### src/core/sps_pkg.sv
package sps_pkg;

  // ---------------------------------------------------------------
  // Register map (byte addresses)
  // ---------------------------------------------------------------
  localparam logic [7:0] SPS_OFF_CTRL = 8'h00;
  localparam logic [7:0] SPS_OFF_STEP = 8'h04;
  localparam logic [7:0] SPS_OFF_STATUS = 8'h08;
  localparam logic [7:0] SPS_OFF_STEPCNT = 8'h0C;

  // ---------------------------------------------------------------
  // Field positions
  // ---------------------------------------------------------------
  localparam int SPS_CTRL_SW_SEL = 0;
  localparam int SPS_CTRL_SW_MODE = 1;
  localparam int SPS_CTRL_SW_DIR = 2;
  localparam int SPS_CTRL_EN = 3;
  localparam int SPS_STEP_GO = 0;
  localparam int SPS_ST_POS_LSB = 0;
  localparam int SPS_ST_OUT_LSB = 4;
  localparam int SPS_ST_CLEAR = 8;
  localparam int SPS_ST_MODE = 9;
  localparam int SPS_ST_DIR = 10;
  localparam int SPS_ST_EN = 11;

  // ---------------------------------------------------------------
  // Reset values
  // ---------------------------------------------------------------
  localparam logic [3:0] SPS_CTRL_RST = 4'h8;
  localparam logic [2:0] SPS_POS_RST = 3'h0;
  localparam logic [31:0] SPS_STEPCNT_RST = 32'h00000000;

  // AXI responses
  localparam logic [1:0] SPS_RESP_OKAY = 2'h0;
  localparam logic [1:0] SPS_RESP_SLVERR = 2'h2;

  // ---------------------------------------------------------------
  // Timing
  // ---------------------------------------------------------------
  localparam int SPS_CLK_PERIOD_NS = 25;
  localparam int SPS_MODE_DIR_HOLD_NS = 4000;
  localparam int SPS_RESET_MIN_NS = 10000;
  localparam int SPS_MODE_DIR_HOLD_CYC =
    (SPS_MODE_DIR_HOLD_NS + SPS_CLK_PERIOD_NS - 1) / SPS_CLK_PERIOD_NS;
  localparam int SPS_RESET_MIN_CYC =
    (SPS_RESET_MIN_NS + SPS_CLK_PERIOD_NS - 1) / SPS_CLK_PERIOD_NS;

  // Phase winding order in output vectors: {bb, b, ab, a}
  typedef enum logic [2:0] {
    SPS_POS_A_BB = 3'b000,
    SPS_POS_A = 3'b001,
    SPS_POS_A_B = 3'b010,
    SPS_POS_B = 3'b011,
    SPS_POS_B_AB = 3'b100,
    SPS_POS_AB = 3'b101,
    SPS_POS_AB_BB = 3'b110,
    SPS_POS_BB = 3'b111
  } sps_pos_t;

endpackage

### src/core/sps_sync.sv
`timescale 1ns/1ps
`default_nettype none

module sps_sync #(
  parameter int WIDTH = 4
) (
  input wire logic i_clk,
  input wire logic i_rst_n,
  input wire logic [WIDTH-1:0] i_async,
  input wire logic [WIDTH-1:0] i_rst_val,
  output logic [WIDTH-1:0] o_sync
);

  logic [WIDTH-1:0] meta_r;

  if (WIDTH < 1) begin : g_width_chk
    $error("sps_sync: WIDTH must be at least 1");
  end

  // ---------------------------------------------------------------
  // Two-stage synchroniser
  // ---------------------------------------------------------------
  always_ff @(posedge i_clk) begin
    if (!i_rst_n) begin
      meta_r <= i_rst_val;
      o_sync <= i_rst_val;
    end else begin
      meta_r <= i_async;
      o_sync <= meta_r;
    end
  end

endmodule

`default_nettype wire

### src/core/sps_top.sv
// Contract
// - Advance only on step rising edge; with SPS_CTRL_SW_SEL set, a STEP register write with GO set advances instead
// - Mode low full step, high half step
// - Direction low forward, high reverse
// - Clear low resets position, outputs off
// - Enable low forces all outputs off
// - Position keeps advancing while outputs disabled
// - After clear, drive phase A and BB
// - Mode change continues from current position
//
// The AXI4-Lite slave port and the placing of the registers were chosen for this implementation.
`timescale 1ns/1ps
`default_nettype none

module sps_top
  import sps_pkg::*;
(
  input wire logic i_clk,
  input wire logic i_rst_n,
  // Motor control pins
  input wire logic i_step,
  input wire logic i_excitation_mode,
  input wire logic i_rotation_direction_select,
  input wire logic i_sequencer_clear_low_n,
  input wire logic i_output_enable,
  // Winding drives
  output logic o_phase_a,
  output logic o_phase_ab,
  output logic o_phase_b,
  output logic o_phase_bb,
  // AXI4-Lite slave
  input wire logic [7:0] i_awaddr,
  input wire logic i_awvalid,
  output logic o_awready,
  input wire logic [31:0] i_wdata,
  input wire logic [3:0] i_wstrb,
  input wire logic i_wvalid,
  output logic o_wready,
  output logic [1:0] o_bresp,
  output logic o_bvalid,
  input wire logic i_bready,
  input wire logic [7:0] i_araddr,
  input wire logic i_arvalid,
  output logic o_arready,
  output logic [31:0] o_rdata,
  output logic [1:0] o_rresp,
  output logic o_rvalid,
  input wire logic i_rready
);

  // ---------------------------------------------------------------
  // Functions
  // ---------------------------------------------------------------
  // Next position; full step lands on pair states (even codes)
  function automatic logic [2:0] sps_next_pos(input logic [2:0] pos,
                                              input logic half,
                                              input logic rev);
    logic [2:0] delta;
    delta = (half || pos[0]) ? 3'h1 : 3'h2;
    if (rev) begin
      sps_next_pos = pos - delta;
    end else begin
      sps_next_pos = pos + delta;
    end
  endfunction

  // Winding pattern {bb, b, ab, a} for a position
  function automatic logic [3:0] sps_pattern(input logic [2:0] pos);
    logic [3:0] pat;
    pat = 4'h0;
    case (pos)
      SPS_POS_A_BB: pat = 4'h9;
      SPS_POS_A: pat = 4'h1;
      SPS_POS_A_B: pat = 4'h5;
      SPS_POS_B: pat = 4'h4;
      SPS_POS_B_AB: pat = 4'h6;
      SPS_POS_AB: pat = 4'h2;
      SPS_POS_AB_BB: pat = 4'hA;
      default: pat = 4'h8;
    endcase
    sps_pattern = pat;
  endfunction

  function automatic logic sps_addr_is(input logic [7:0] addr,
                                       input logic [7:0] off);
    sps_addr_is = (addr[7:2] == off[7:2]);
  endfunction

  // ---------------------------------------------------------------
  // Pin synchronisation
  // ---------------------------------------------------------------
  logic [4:0] pins_sync;
  logic step_s;
  logic mode_s;
  logic dir_s;
  logic clear_n_s;
  logic enable_s;

  sps_sync #(
    .WIDTH(5)
  ) sps_sync_inst (
    .i_clk(i_clk),
    .i_rst_n(i_rst_n),
    .i_async({i_output_enable, i_sequencer_clear_low_n,
              i_rotation_direction_select, i_excitation_mode, i_step}),
    .i_rst_val(5'h00),
    .o_sync(pins_sync)
  );

  assign step_s = pins_sync[0];
  assign mode_s = pins_sync[1];
  assign dir_s = pins_sync[2];
  assign clear_n_s = pins_sync[3];
  assign enable_s = pins_sync[4];

  // ---------------------------------------------------------------
  // Control state
  // ---------------------------------------------------------------
  logic [3:0] ctrl_r;
  logic sw_step_r;
  logic step_d_r;
  logic [2:0] pos_r;
  logic [31:0] stepcnt_r;
  logic [7:0] aw_addr_r;
  logic wr_fire;
  logic [3:0] drive_r;
  logic step_rise;
  logic step_evt;
  logic mode_eff;
  logic dir_eff;
  logic enable_eff;

  // Rising edge only; falling edges are dropped
  assign step_rise = step_s && !step_d_r;
  assign step_evt = ctrl_r[SPS_CTRL_SW_SEL] ? sw_step_r : step_rise;
  assign mode_eff = ctrl_r[SPS_CTRL_SW_SEL] ? ctrl_r[SPS_CTRL_SW_MODE] : mode_s;
  assign dir_eff = ctrl_r[SPS_CTRL_SW_SEL] ? ctrl_r[SPS_CTRL_SW_DIR] : dir_s;
  assign enable_eff = enable_s && ctrl_r[SPS_CTRL_EN];

  always_ff @(posedge i_clk) begin
    if (!i_rst_n) begin
      step_d_r <= 1'b0;
    end else begin
      step_d_r <= step_s;
    end
  end

  // ---------------------------------------------------------------
  // Phase position
  // ---------------------------------------------------------------
  always_ff @(posedge i_clk) begin
    if (!i_rst_n) begin
      pos_r <= SPS_POS_RST;
    end else if (!clear_n_s) begin
      pos_r <= SPS_POS_RST;
    end else if (step_evt) begin
      // Advances regardless of enable; mode read fresh each step
      pos_r <= sps_next_pos(pos_r, mode_eff, dir_eff);
    end
  end

  always_ff @(posedge i_clk) begin
    if (!i_rst_n) begin
      stepcnt_r <= SPS_STEPCNT_RST;
    end else if (wr_fire && sps_addr_is(aw_addr_r, SPS_OFF_STEPCNT)) begin
      stepcnt_r <= SPS_STEPCNT_RST;
    end else if (clear_n_s && step_evt) begin
      stepcnt_r <= stepcnt_r + 32'h00000001;
    end
  end

  // ---------------------------------------------------------------
  // Winding drive
  // ---------------------------------------------------------------
  always_ff @(posedge i_clk) begin
    if (!i_rst_n) begin
      drive_r <= 4'h0;
    end else if (!clear_n_s) begin
      drive_r <= 4'h0;
    end else if (!enable_eff) begin
      drive_r <= 4'h0;
    end else begin
      drive_r <= sps_pattern(pos_r);
    end
  end

  assign o_phase_a = drive_r[0];
  assign o_phase_ab = drive_r[1];
  assign o_phase_b = drive_r[2];
  assign o_phase_bb = drive_r[3];

  // ---------------------------------------------------------------
  // AXI4-Lite write path
  // ---------------------------------------------------------------
  logic awready_r;
  logic wready_r;
  logic aw_hold_r;
  logic w_hold_r;
  logic [31:0] w_data_r;
  logic [3:0] w_strb_r;
  logic bvalid_r;
  logic [1:0] bresp_r;
  logic wr_hit;

  assign wr_fire = aw_hold_r && w_hold_r && !bvalid_r;
  assign wr_hit = sps_addr_is(aw_addr_r, SPS_OFF_CTRL) ||
                  sps_addr_is(aw_addr_r, SPS_OFF_STEP) ||
                  sps_addr_is(aw_addr_r, SPS_OFF_STEPCNT);

  always_ff @(posedge i_clk) begin
    if (!i_rst_n) begin
      awready_r <= 1'b1;
      aw_hold_r <= 1'b0;
      aw_addr_r <= 8'h00;
    end else if (i_awvalid && awready_r) begin
      awready_r <= 1'b0;
      aw_hold_r <= 1'b1;
      aw_addr_r <= i_awaddr;
    end else if (wr_fire) begin
      aw_hold_r <= 1'b0;
    end else if (bvalid_r && i_bready) begin
      awready_r <= 1'b1;
    end
  end

  always_ff @(posedge i_clk) begin
    if (!i_rst_n) begin
      wready_r <= 1'b1;
      w_hold_r <= 1'b0;
      w_data_r <= 32'h00000000;
      w_strb_r <= 4'h0;
    end else if (i_wvalid && wready_r) begin
      wready_r <= 1'b0;
      w_hold_r <= 1'b1;
      w_data_r <= i_wdata;
      w_strb_r <= i_wstrb;
    end else if (wr_fire) begin
      w_hold_r <= 1'b0;
    end else if (bvalid_r && i_bready) begin
      wready_r <= 1'b1;
    end
  end

  always_ff @(posedge i_clk) begin
    if (!i_rst_n) begin
      bvalid_r <= 1'b0;
      bresp_r <= SPS_RESP_OKAY;
    end else if (wr_fire) begin
      bvalid_r <= 1'b1;
      bresp_r <= wr_hit ? SPS_RESP_OKAY : SPS_RESP_SLVERR;
    end else if (bvalid_r && i_bready) begin
      bvalid_r <= 1'b0;
    end
  end

  always_ff @(posedge i_clk) begin
    if (!i_rst_n) begin
      ctrl_r <= SPS_CTRL_RST;
    end else if (wr_fire && sps_addr_is(aw_addr_r, SPS_OFF_CTRL) && w_strb_r[0]) begin
      ctrl_r <= w_data_r[3:0];
    end
  end

  // Software step is a one-cycle pulse
  always_ff @(posedge i_clk) begin
    if (!i_rst_n) begin
      sw_step_r <= 1'b0;
    end else begin
      sw_step_r <= wr_fire && sps_addr_is(aw_addr_r, SPS_OFF_STEP) &&
                   w_strb_r[0] && w_data_r[SPS_STEP_GO];
    end
  end

  assign o_awready = awready_r;
  assign o_wready = wready_r;
  assign o_bvalid = bvalid_r;
  assign o_bresp = bresp_r;

  // ---------------------------------------------------------------
  // AXI4-Lite read path
  // ---------------------------------------------------------------
  logic arready_r;
  logic rvalid_r;
  logic [31:0] rdata_r;
  logic [1:0] rresp_r;
  logic [31:0] rd_mux;
  logic [1:0] rd_resp;

  always_comb begin
    rd_mux = 32'h00000000;
    rd_resp = SPS_RESP_OKAY;
    if (sps_addr_is(i_araddr, SPS_OFF_CTRL)) begin
      rd_mux[3:0] = ctrl_r;
    end else if (sps_addr_is(i_araddr, SPS_OFF_STEP)) begin
      rd_mux = 32'h00000000;
    end else if (sps_addr_is(i_araddr, SPS_OFF_STATUS)) begin
      rd_mux[SPS_ST_POS_LSB +: 3] = pos_r;
      rd_mux[SPS_ST_OUT_LSB +: 4] = drive_r;
      rd_mux[SPS_ST_CLEAR] = !clear_n_s;
      rd_mux[SPS_ST_MODE] = mode_eff;
      rd_mux[SPS_ST_DIR] = dir_eff;
      rd_mux[SPS_ST_EN] = enable_eff;
    end else if (sps_addr_is(i_araddr, SPS_OFF_STEPCNT)) begin
      rd_mux = stepcnt_r;
    end else begin
      rd_resp = SPS_RESP_SLVERR;
    end
  end

  always_ff @(posedge i_clk) begin
    if (!i_rst_n) begin
      arready_r <= 1'b1;
      rvalid_r <= 1'b0;
      rdata_r <= 32'h00000000;
      rresp_r <= SPS_RESP_OKAY;
    end else if (i_arvalid && arready_r) begin
      arready_r <= 1'b0;
      rvalid_r <= 1'b1;
      rdata_r <= rd_mux;
      rresp_r <= rd_resp;
    end else if (rvalid_r && i_rready) begin
      arready_r <= 1'b1;
      rvalid_r <= 1'b0;
    end
  end

  assign o_arready = arready_r;
  assign o_rvalid = rvalid_r;
  assign o_rdata = rdata_r;
  assign o_rresp = rresp_r;

endmodule

`default_nettype wire

### config.mk
export PLATFORM = sky130hd
export DESIGN_NAME = sps_top
export DESIGN_NICKNAME = d
export VERILOG_FILES = /design/src/core/sps_pkg.sv /design/src/core/sps_sync.sv /design/src/core/sps_top.sv
export SDC_FILE = /design/constraint.sdc
export NUM_CORES = 1
export LEC_CHECK = 0
export ABC_AREA = 0
export ABC_CLOCK_PERIOD_IN_PS = 4550
export BUFFER_PORTS_ARGS = -buffer_cell sky130_fd_sc_hd__buf_2
export CAP_MARGIN = 20
export CELL_PAD_IN_SITES_DETAIL_PLACEMENT = 1
export CELL_PAD_IN_SITES_GLOBAL_PLACEMENT = 2
export CORE_MARGIN = 10
export CORE_UTILIZATION = 34
export CTS_CLUSTER_DIAMETER = 150
export DETAILED_ROUTE_END_ITERATION = 8
export PLACE_DENSITY_LB_ADDON = 0.2
export SLEW_MARGIN = 20
export SYNTH_ARGS = -nofsm -noshare
export SYNTH_HDL_FRONTEND = slang
export SYNTH_SLANG_ARGS = --single-unit
### constraint.sdc
create_clock -name i_clk -period 4.55 [get_ports i_clk]
set_input_delay 0.91 -clock i_clk [delete_from_list [all_inputs] [get_ports i_clk]]
set_output_delay 0.91 -clock i_clk [all_outputs]
set_load 0.05 [all_outputs]
=== After elaboration in Yosys (flattened, before gate mapping) ===
Index checks and enable logic that the tools add are counted.

* Eq/ne operators: 13
* Bitwise operators: 1
* Reductions and logical operators: 36
* Multiplexer cells: 32
* Add/subtract/negate cells: 3

{| class="wikitable"
|+ Operators by type and width
! operator !! number
|-
| 32-bit 2-to-1 mux || 2
|-
| 32-bit by 1-bit adder with 32-bit output (second input constant) || 1
|-
| 28-bit 2-to-1 mux || 1
|-
| 4-bit one-hot mux with 7 select lines || 1
|-
| 20-bit 2-to-1 mux || 1
|-
| 6-bit by 2-bit == test with 1-bit output (second input constant) || 3
|-
| 1-bit 2-to-1 mux || 17
|-
| 1-bit logical AND || 16
|-
| 6-bit by 1-bit == test with 1-bit output (second input constant) || 2
|-
| 6-bit zero test || 2
|-
| 2-bit 2-to-1 mux || 6
|-
| 2-bit nonzero test || 6
|-
| 3-bit == test (second input constant) || 3
|-
| 8-bit 2-to-1 mux || 1
|-
| 3-bit by 2-bit == test with 1-bit output (second input constant) || 2
|-
| 3-bit 2-to-1 mux || 2
|-
| 2-bit AND reduction || 3
|-
| 4-bit 2-to-1 mux || 1
|-
| 2-bit by 1-bit inequality test with 1-bit output (second input constant) || 2
|-
| 3-bit by 2-bit adder with 3-bit output || 1
|-
| 3-bit by 1-bit == test with 1-bit output (second input constant) || 1
|-
| 1-bit zero test || 3
|-
| 3-bit zero test || 1
|-
| 1-bit logical OR || 3
|-
| other kinds (4) || 4
|}

* Output and inout port bits: 45
* Flip-flop bits (word level): 111
* Input port bits: 64
* Logic and storage cells: 106

=== Logic depth before layout (Yosys ltp) ===
Gate-level depths: netlist (run 1).

* Depth in word-level cells: 5
* Gate-level depth with buffers: 7
* Gate-level depth less buffers: 6

=== Cells and area by module ===
A second synthesis (run 1) with hierarchy kept.

* Cells, all modules: 501
* Area total of the unflattened synthesis: 4540.6 um2

{| class="wikitable"
|+ By module, submodules not included
! module !! area an instance (um2) !! sequential area each (um2) !! cells each !! instances
|-
| sps_top || 4179.0 || 1941.9 || 480 || 1
|-
| sps_sync || 361.6 || 200.2 || 21 || 1
|}

=== Worst setup path after synthesis (run 1) ===
Ideal clock, no wire load.

* Path type: input -> register
* From: in i_araddr[7]
* To: reg rdata_r[10] (netlist: o_rdata[10])
* Arrival: 2132 ps
* Stages: 5
* Setup time: 65 ps
* Path slack: 2353 ps
* Path buffers: 1
* Required time: 4485 ps
* Path through: or4_1 -> nor2_1 -> clkbuf_1 -> a32oi_1 -> nor2_1

* Longest elaborated chain between the ends: 5
* Elaborated cells on any way between the ends: 8
* Classes of those cells: 3 x eq/ne; 4 x mux; 1 x reduce/logical

{| class="wikitable"
|+ RTL lines
! element !! RTL line !! source
|-
| start, declared || sps_top.sv:42 || <nowiki>input wire logic [7:0] i_araddr,</nowiki>
|-
| 6-bit by 2-bit == test with 1-bit output || sps_top.sv:86 || <nowiki>sps_addr_is = (addr[7:2] == off[7:2]);</nowiki>
|-
| 32-bit 2-to-1 mux || sps_top.sv:303 || <nowiki>end else if (sps_addr_is(i_araddr, SPS_OFF_STEPCNT)) begin</nowiki>
|-
| 8-bit 2-to-1 mux || sps_top.sv:296 || <nowiki>end else if (sps_addr_is(i_araddr, SPS_OFF_STATUS)) begin</nowiki>
|-
| 32-bit 2-to-1 mux || sps_top.sv:294 || <nowiki>end else if (sps_addr_is(i_araddr, SPS_OFF_STEP)) begin</nowiki>
|-
| 28-bit 2-to-1 mux (*) || sps_top.sv:292 || <nowiki>if (sps_addr_is(i_araddr, SPS_OFF_CTRL)) begin</nowiki>
|-
| end signal, assigned || sps_top.sv:319 || <nowiki>rdata_r <= rd_mux;</nowiki>
|-
| end, declared || sps_top.sv:284 || <nowiki>logic [31:0] rdata_r;</nowiki>
|}

Mark *: on every way between the ends. The rest lies on a longest branch, timed or not.
A chain may end at the register's enable or synchronous reset.

=== Final worst setup path (run 1) ===
* From: reg ctrl_r[0]
* To: reg pos_r[2]

* Longest elaborated chain between the ends: 5
* Elaborated cells on any way between the ends: 8
* Classes of those cells: 2 x add/sub; 5 x mux; 1 x reduce/logical

{| class="wikitable"
|+ RTL lines
! element !! RTL line !! source
|-
| start, declared || sps_top.sv:119 || <nowiki>logic [3:0] ctrl_r;</nowiki>
|-
| start signal, assigned || sps_top.sv:260 || <nowiki>ctrl_r <= w_data_r[3:0];</nowiki>
|-
| 1-bit 2-to-1 mux || sps_top.sv:136 || <nowiki>assign mode_eff = ctrl_r[SPS_CTRL_SW_SEL] ? ctrl_r[SPS_CTRL_SW_MODE] : mode_s;</nowiki>
|-
| 1-bit logical OR || sps_top.sv:59 || <nowiki>delta = (half || pos[0]) ? 3'h1 : 3'h2;</nowiki>
|-
| 2-bit 2-to-1 mux || sps_top.sv:59 ||
|-
| 3-bit by 2-bit adder with 3-bit output / 3-bit by 2-bit subtractor with 3-bit output (equally long branches) || sps_top.sv:63, sps_top.sv:61 ||
|-
| 3-bit 2-to-1 mux || sps_top.sv:60 || <nowiki>if (rev) begin</nowiki>
|-
| end signal, assigned || sps_top.sv:158 || <nowiki>pos_r <= sps_next_pos(pos_r, mode_eff, dir_eff);</nowiki>
|-
| end, declared || sps_top.sv:122 || <nowiki>logic [2:0] pos_r;</nowiki>
|}

Several ways; a longest one is shown, not always the timed one.

==> results of run 1 <==
[worst max-delay path: stages, from the launching register on]
cell and delay, ns:
dfxtp_1 0.56, mux2i_1 0.46, a21oi_1 0.12, fa_1 0.40, xor2_1 0.18, or3_1 0.33
a21oi_1 0.15
[worst min path at each step]
stage	from	to	slack, ns	cells after the start
final	sps_sync_inst.meta_r[2]	sps_sync_inst.o_sync[2]	0.44	1
after global routing	sps_sync_inst.meta_r[0]	sps_sync_inst.o_sync[0]	0.47	1
after CTS	sps_sync_inst.meta_r[2]	sps_sync_inst.o_sync[2]	0.44	1
after detailed placement	sps_sync_inst.meta_r[1]	sps_sync_inst.o_sync[1]	0.42	1
after global placement	sps_sync_inst.meta_r[1]	sps_sync_inst.o_sync[1]	0.42	1
after floorplan	sps_sync_inst.meta_r[0]	sps_sync_inst.o_sync[0]	0.41	1
[layout make-up]
type                            instances  area (um2)
Clock buffer                            9       225.2
Clock inverter                          7       121.4
Fill cell                            1518        7433
Inverter                                7       26.28
Multi-Input combinational cell        350        2115
Sequential cell                       107        2142
Tap cell                              172       215.2
Timing Repair Buffer                   76       392.9
[routing by layer]
| metal | track usage, % | up-vias |
|---|---|---|
| met1 | 17.25 | 1860 |
| met4 | 5.260 | 0 |
| met3 | 3.361 | 14 |
| met5 | 0 | - |
| li1 | - | 1890 |
| met2 | 23.87 | 68 |
[where the power goes]
part,total [mW],internal (mW),switching [mW]
Combinational,0.112,0.0319,0.0796
Sequential,0.964,0.952,0.0114
Clock,0.916,0.542,0.373
Total,1.99,1.53,0.464
[registers in the layout, summed over array words and instances (netlist names), 3 cells and up]
| register | count |
|---|---|
| w_data_r | 4 |
| aw_addr_r | 6 |
| ctrl_r | 4 |
| pos_r | 3 |
| drive_r | 4 |
| sps_sync_inst.meta_r | 5 |
| stepcnt_r | 32 |
| o_rdata | 32 |
| sps_sync_inst.o_sync | 5 |
[through the flow]
step	hold slack, ns	worst slack, ns	util (%)	total power, mW	std cells
floorplan	0.4119	2.353	-	1.059	495
global placement	0.4155	1.634	38.58	1.096	712
detailed placement	0.4198	1.626	38.58	1.100	712
CTS	0.4414	1.974	41.32	2.016	728
global route	0.4691	2.066	41.34	2.068	728
finish	0.4363	2.285	41.34	1.991	728
[kinds of logic after synthesis]
logic type / share of synthesized area [%]
other: 0.08500
and+or+nand+nor: 23.68
xor gates and xnor gates: 1.787
adders and majority gates: 0.7374
AOI/OAI and AO/OA: 16.25
buffers and inverters: 3.772
DFF: 48.55
muxes: 5.133
[cells in the final DEF (no fill, tap or decap), types with 7 or more instances in the layout]
cell type / synthesis / routed
a21oi_1: 37 / 37
dfxtp_1: 107 / 107
o31ai_1: 9 / 9
xor2_1: 8 / 8
buf_2: 1 / 71
a22oi_1: 24 / 24
clkbuf_16: 0 / 9
nand3_1: 13 / 13
and2_1: 14 / 14
nand2b_1: 9 / 9
o21ai_0: 18 / 17
nor2_1: 53 / 52
mux2i_1: 17 / 17
or4_1: 15 / 15
nand4_1: 11 / 11
a32oi_1: 8 / 8
o211ai_1: 7 / 7
nand2_1: 58 / 58
==> impl_metrics.json, run 1 <==
{
  "period_share_pct": 49.79,
  "hold_buffers": 0,
  "status": "finished, final reports clean",
  "syn_inst": 494,
  "r2r_slack_ns": 2.28,
  "synth_area_leaders": "dfxtp_1 49%, nand2_1 4.9%, nor2_1 4.5%",
  "setup_viol": 0,
  "synth_area_leader_cell": "dfxtp_1",
  "dr_wl_met2_um": 5999,
  "synth_cell_types": 48,
  "rr_worst_depth": 6,
  "start_util_pct": 34.82,
  "cts_resized": 0,
  "worstPathMaxFanout": 10,
  "grt_antenna_before_repair": 0,
  "n_antenna_cell": 0,
  "syn_area_mm2": 0.004412,
  "path_class": "register to register",
  "cts_max_path_buffers": 2,
  "crit_path_start_kind": "register",
  "grt_pass1_wl_um": 20930,
  "synth_warnings": 0,
  "cts_setup_buffers": 0,
  "fmax_ghz": 0.4414,
  "fp.dieW_um": 133.9,
  "cp-end-kind": "register",
  "yosysSeqAreaShare_pct": 48.55,
  "wl_met3_um": 494,
  "grt_overflow": 0,
  "die_area_mm2": 0.01793,
  "synth-seq-cells": 107,
  "crit_end": "pos_r[2]",
  "synthArstFlopShare_pct": 0,
  "coreArea_mm2": 0.01267,
  "viasPerCell": 5.264,
  "final_net_count": 617,
  "clkTransAtPathRegs_ns": 0.07,
  "dp.final_hpwl_um": 8650,
  "grt_pass1_vias": 4116,
  "min_period_ns": 2.265,
  "final.setup.tns_ns": 0,
  "required_ns": 4.84,
  "io_buffers": 71,
  "syn_avg_cell_area_um2": 8.931,
  "synth_ff_type": "dfxtp_1",
  "gp_congestion": 0.7695,
  "drive_gt1_share_pct": 18.53,
  "reg2reg_from": "ctrl_r[0]",
  "rsz0062_at_grt": "no",
  "cts_tree": "built",
  "ys_top_cells_by_count": "107 x dfxtp_1, 58 x nand2_1, 53 x nor2_1",
  "clock_skew_ns": 0.009011,
  "drt_iter0_markers": 155,
  "startpoint": "ctrl_r[0]",
  "design_area_mm2": 0.005238,
  "drc": 0,
  "synth_top_area_share_pct": 48.55,
  "firstDrtPassIters": 4,
  "final_max_slew_viol_count": 0,
  "vdd_ir_drop_max_mv": 0.1707,
  "ios": 109,
  "worstMarginPinSlew_ns": 0.8903,
  "synth_most_common_cell": "dfxtp_1",
  "fp-row-count": 41,
  "powerDensity_mw_per_mm2": 380.1,
  "cp.arrival_ns": 2.55,
  "worstReg2RegEnd": "pos_r[2]",
  "vias": 3832,
  "cap_violations": 0,
  "drtAntennaViolNets": 0,
  "die_height_um": 133.9,
  "synth_edf_count": 0,
  "routed_wl_um": 12450,
  "leakage_nw": 2.109,
  "grt_start_max_net_pins": 52,
  "gr-usage-all-layers_pct": 14.21,
  "cts-root-buf": "clkbuf_16",
  "cts_buffers": 9,
  "area_growth_syn_to_layout_pct": 18.72,
  "placed_area_mm2": 0.004888,
  "routedWlPerCell_um": 17.10,
  "max-slew-margin-rel_pct": 40.59,
  "m1WireLength_um": 5770,
  "hp-class": "register to register",
  "worstSkewPairLatency_ns": 0.36,
  "cts_max_level": 3,
  "final-hold-violation-count": 0,
  "clock_sinks": 107,
  "maxUsedRoutingLayer": "met4"
}
Note: power is estimated with default switching activity, not from simulation.
==> run 2: changes to the inputs <==
--- a/config.mk
+++ b/config.mk
@@ -6,13 +6,13 @@
 export NUM_CORES = 1
 export LEC_CHECK = 0
 export ABC_AREA = 0
-export ABC_CLOCK_PERIOD_IN_PS = 4550
+export ABC_CLOCK_PERIOD_IN_PS = 1900
 export BUFFER_PORTS_ARGS = -buffer_cell sky130_fd_sc_hd__buf_2
 export CAP_MARGIN = 20
 export CELL_PAD_IN_SITES_DETAIL_PLACEMENT = 1
 export CELL_PAD_IN_SITES_GLOBAL_PLACEMENT = 2
 export CORE_MARGIN = 10
-export CORE_UTILIZATION = 34
+export CORE_UTILIZATION = 28
 export CTS_CLUSTER_DIAMETER = 150
 export DETAILED_ROUTE_END_ITERATION = 8
 export PLACE_DENSITY_LB_ADDON = 0.2
==> constraint.sdc (replaced) <==
create_clock -name i_clk -period 1.9 [get_ports i_clk]
set_input_delay 0.38 -clock i_clk [delete_from_list [all_inputs] [get_ports i_clk]]
set_output_delay 0.38 -clock i_clk [all_outputs]
set_load 0.05 [all_outputs]
==> run 2 against run 1 <==
- via count rose by 4.7%
- cell count grew 12%
- count of clock-buffer cells in the layout is the same
- die area is 18% higher
- setup slack got worse by 2.3 ns
- flip-flop and latch count stayed put
- the run now ends with setup timing left
==> impl_metrics.json, run 2 (synthesized netlist as in run 1, its figures left out) <==
{
  "fp.dieW_um": 145.5,
  "firstDrtPassIters": 4,
  "clkTransAtPathRegs_ns": 0.07,
  "hp-class": "input pin to register",
  "holdWs_ns": 0.2288,
  "min_period_ns": 1.920,
  "grt_overflow": 0,
  "power_mw": 4.659,
  "routedWlPerCell_um": 16.52,
  "area_growth_syn_to_layout_pct": 30.77,
  "post-place-ws_ns": -0.1938,
  "vdd_ir_drop_max_mv": 0.4484,
  "setup_ws_ns": -0.01993,
  "vias": 4014,
  "start_util_pct": 28.81,
  "drt_iter0_markers": 139,
  "status": "complete, but fails checks",
  "setup_viol": 4,
  "drc": 0,
  "fp-row-count": 45,
  "cts-root-buf": "clkbuf_16",
  "crit_path_start_kind": "register",
  "cts_max_path_buffers": 2,
  "rsz0062_at_grt": "yes",
  "final_max_slew_viol_count": 0,
  "viasPerCell": 4.907,
  "io_buffers": 71,
  "required_ns": 2.19,
  "fmax_ghz": 0.5209,
  "crit_family": "simple AND/OR/NAND/NOR gates",
  "n_antenna_cell": 0,
  "final-hold-violation-count": 0,
  "crit_buf_inv": 1,
  "final_cell_mix": "99 x dfxtp_1, 71 x buf_2, 57 x nand2_1, 53 x nor2_1, 49 x buf_4",
  "violations": "setup timing",
  "coreArea_mm2": 0.01531,
  "drtAntennaViolNets": 0,
  "die_height_um": 145.5,
  "grt_pass1_wl_um": 22310,
  "layout.cells.most_common": "dfxtp_1",
  "die_area_mm2": 0.02118,
  "leakage_nw": 2.381,
  "design_area_mm2": 0.005769,
  "clock_sinks": 107,
  "worstPathMaxFanout": 7,
  "crit_slowest_cell": "a2111o_1",
  "ios": 109,
  "powerDensity_mw_per_mm2": 807.6,
  "gr-usage-all-layers_pct": 12.66,
  "cts_buffers": 9,
  "cp.arrival_ns": 2.21,
  "crit_path_max_incr_delay_ns": 0.51,
  "worstSkewPairLatency_ns": 0.36,
  "drive_gt1_share_pct": 28.17,
  "cap_violations": 0,
  "grt_start_max_net_pins": 27,
  "period_share_pct": 101.0,
  "gp_congestion": 0.7592,
  "cts_tree": "built",
  "clock_skew_ns": 0.007228,
  "routed_wl_um": 13510,
  "path_class": "register to register",
  "cts_max_level": 3,
  "crit_chain": "or3b_4 > a2111o_1 > buf_6 > or3_1 > a21oi_1",
  "final_net_count": 668,
  "cp-end-kind": "register",
  "placed_area_mm2": 0.005260,
  "grt_antenna_before_repair": 0,
  "dp.final_hpwl_um": 9538,
  "grt_pass1_vias": 4293
}
-- run 2: changes by cell type in the layout (fill, tap and decap cells not counted), moves of 2 or more --
cell     delta
dfxtp_4     +2
or4_4       +4
buf_6       +3
dfxtp_2     +6
inv_6       -2
or4_1       -2
dfxtp_1     -8
buf_4      +44
-- run 2: metal layers --
layer | up-vias | global-route usage [%] | part of all wire [%]
met2 | 81 | 20.06 | 46
met4 | 0 | 4.449 | 2.0
met3 | 23 | 4.067 | 5.3
met5 | - | 0 | 0
li1 | 1995 | - | -
met1 | 1915 | 15.79 | 46
-- run 2: cell type report --
type,count,area (um2)
clock buffer,9,225.2
clock inverter,7,101.3
fill,1808,9545
inverter,7,26.28
multi-input combinational,352,2207
sequential,107,2157
tap,211,264.0
timing repair buffer,125,788.3
-- run 2: where the power goes --
part / total [mW] / internal (mW) / switching (mW) / leakage, nW
Sequential: 2.30 / 2.28 / 0.0257 / 0.872
Combinational: 0.291 / 0.0959 / 0.195 / 1.35
Clock: 2.06 / 1.17 / 0.896 / 0.158
Total: 4.66 / 3.54 / 1.12 / 2.38
-- run 2: final timing paths --
kind                                                 to  slack, ns                     from  depth (start not counted)
worst max-delay path                       stepcnt_r[9]      -0.02                ctrl_r[0]                          5
worst min-delay path            sps_sync_inst.meta_r[4]       0.23          i_output_enable                          2
worst max register to register             stepcnt_r[9]      -0.02                ctrl_r[0]                          5
worst min register to register  sps_sync_inst.o_sync[0]       0.44  sps_sync_inst.meta_r[0]                          1
-- run 2: per-stage QoR --
stage / cells / setup TNS (ns) / utilization [%]
final: 818 / -0.02912 / 37.67
after global routing: 818 / -0.9608 / 37.67
after CTS: 814 / -0.2034 / 37.17
after detailed placement: 792 / -2.252 / 34.35
after global placement: 792 / -1.773 / 34.35
after floorplan: 495 / 0 / -
-- run 2: what timing repair did --
item | 4_1_cts | 5_1_grt
gates resized for setup | 20 | 12
hold buffers | 0 | 0
cloned | 2 | 2
endpoints found under the setup margin | 21 | 23
buffers inserted | 5 | 2
pin swaps | 11 | 10
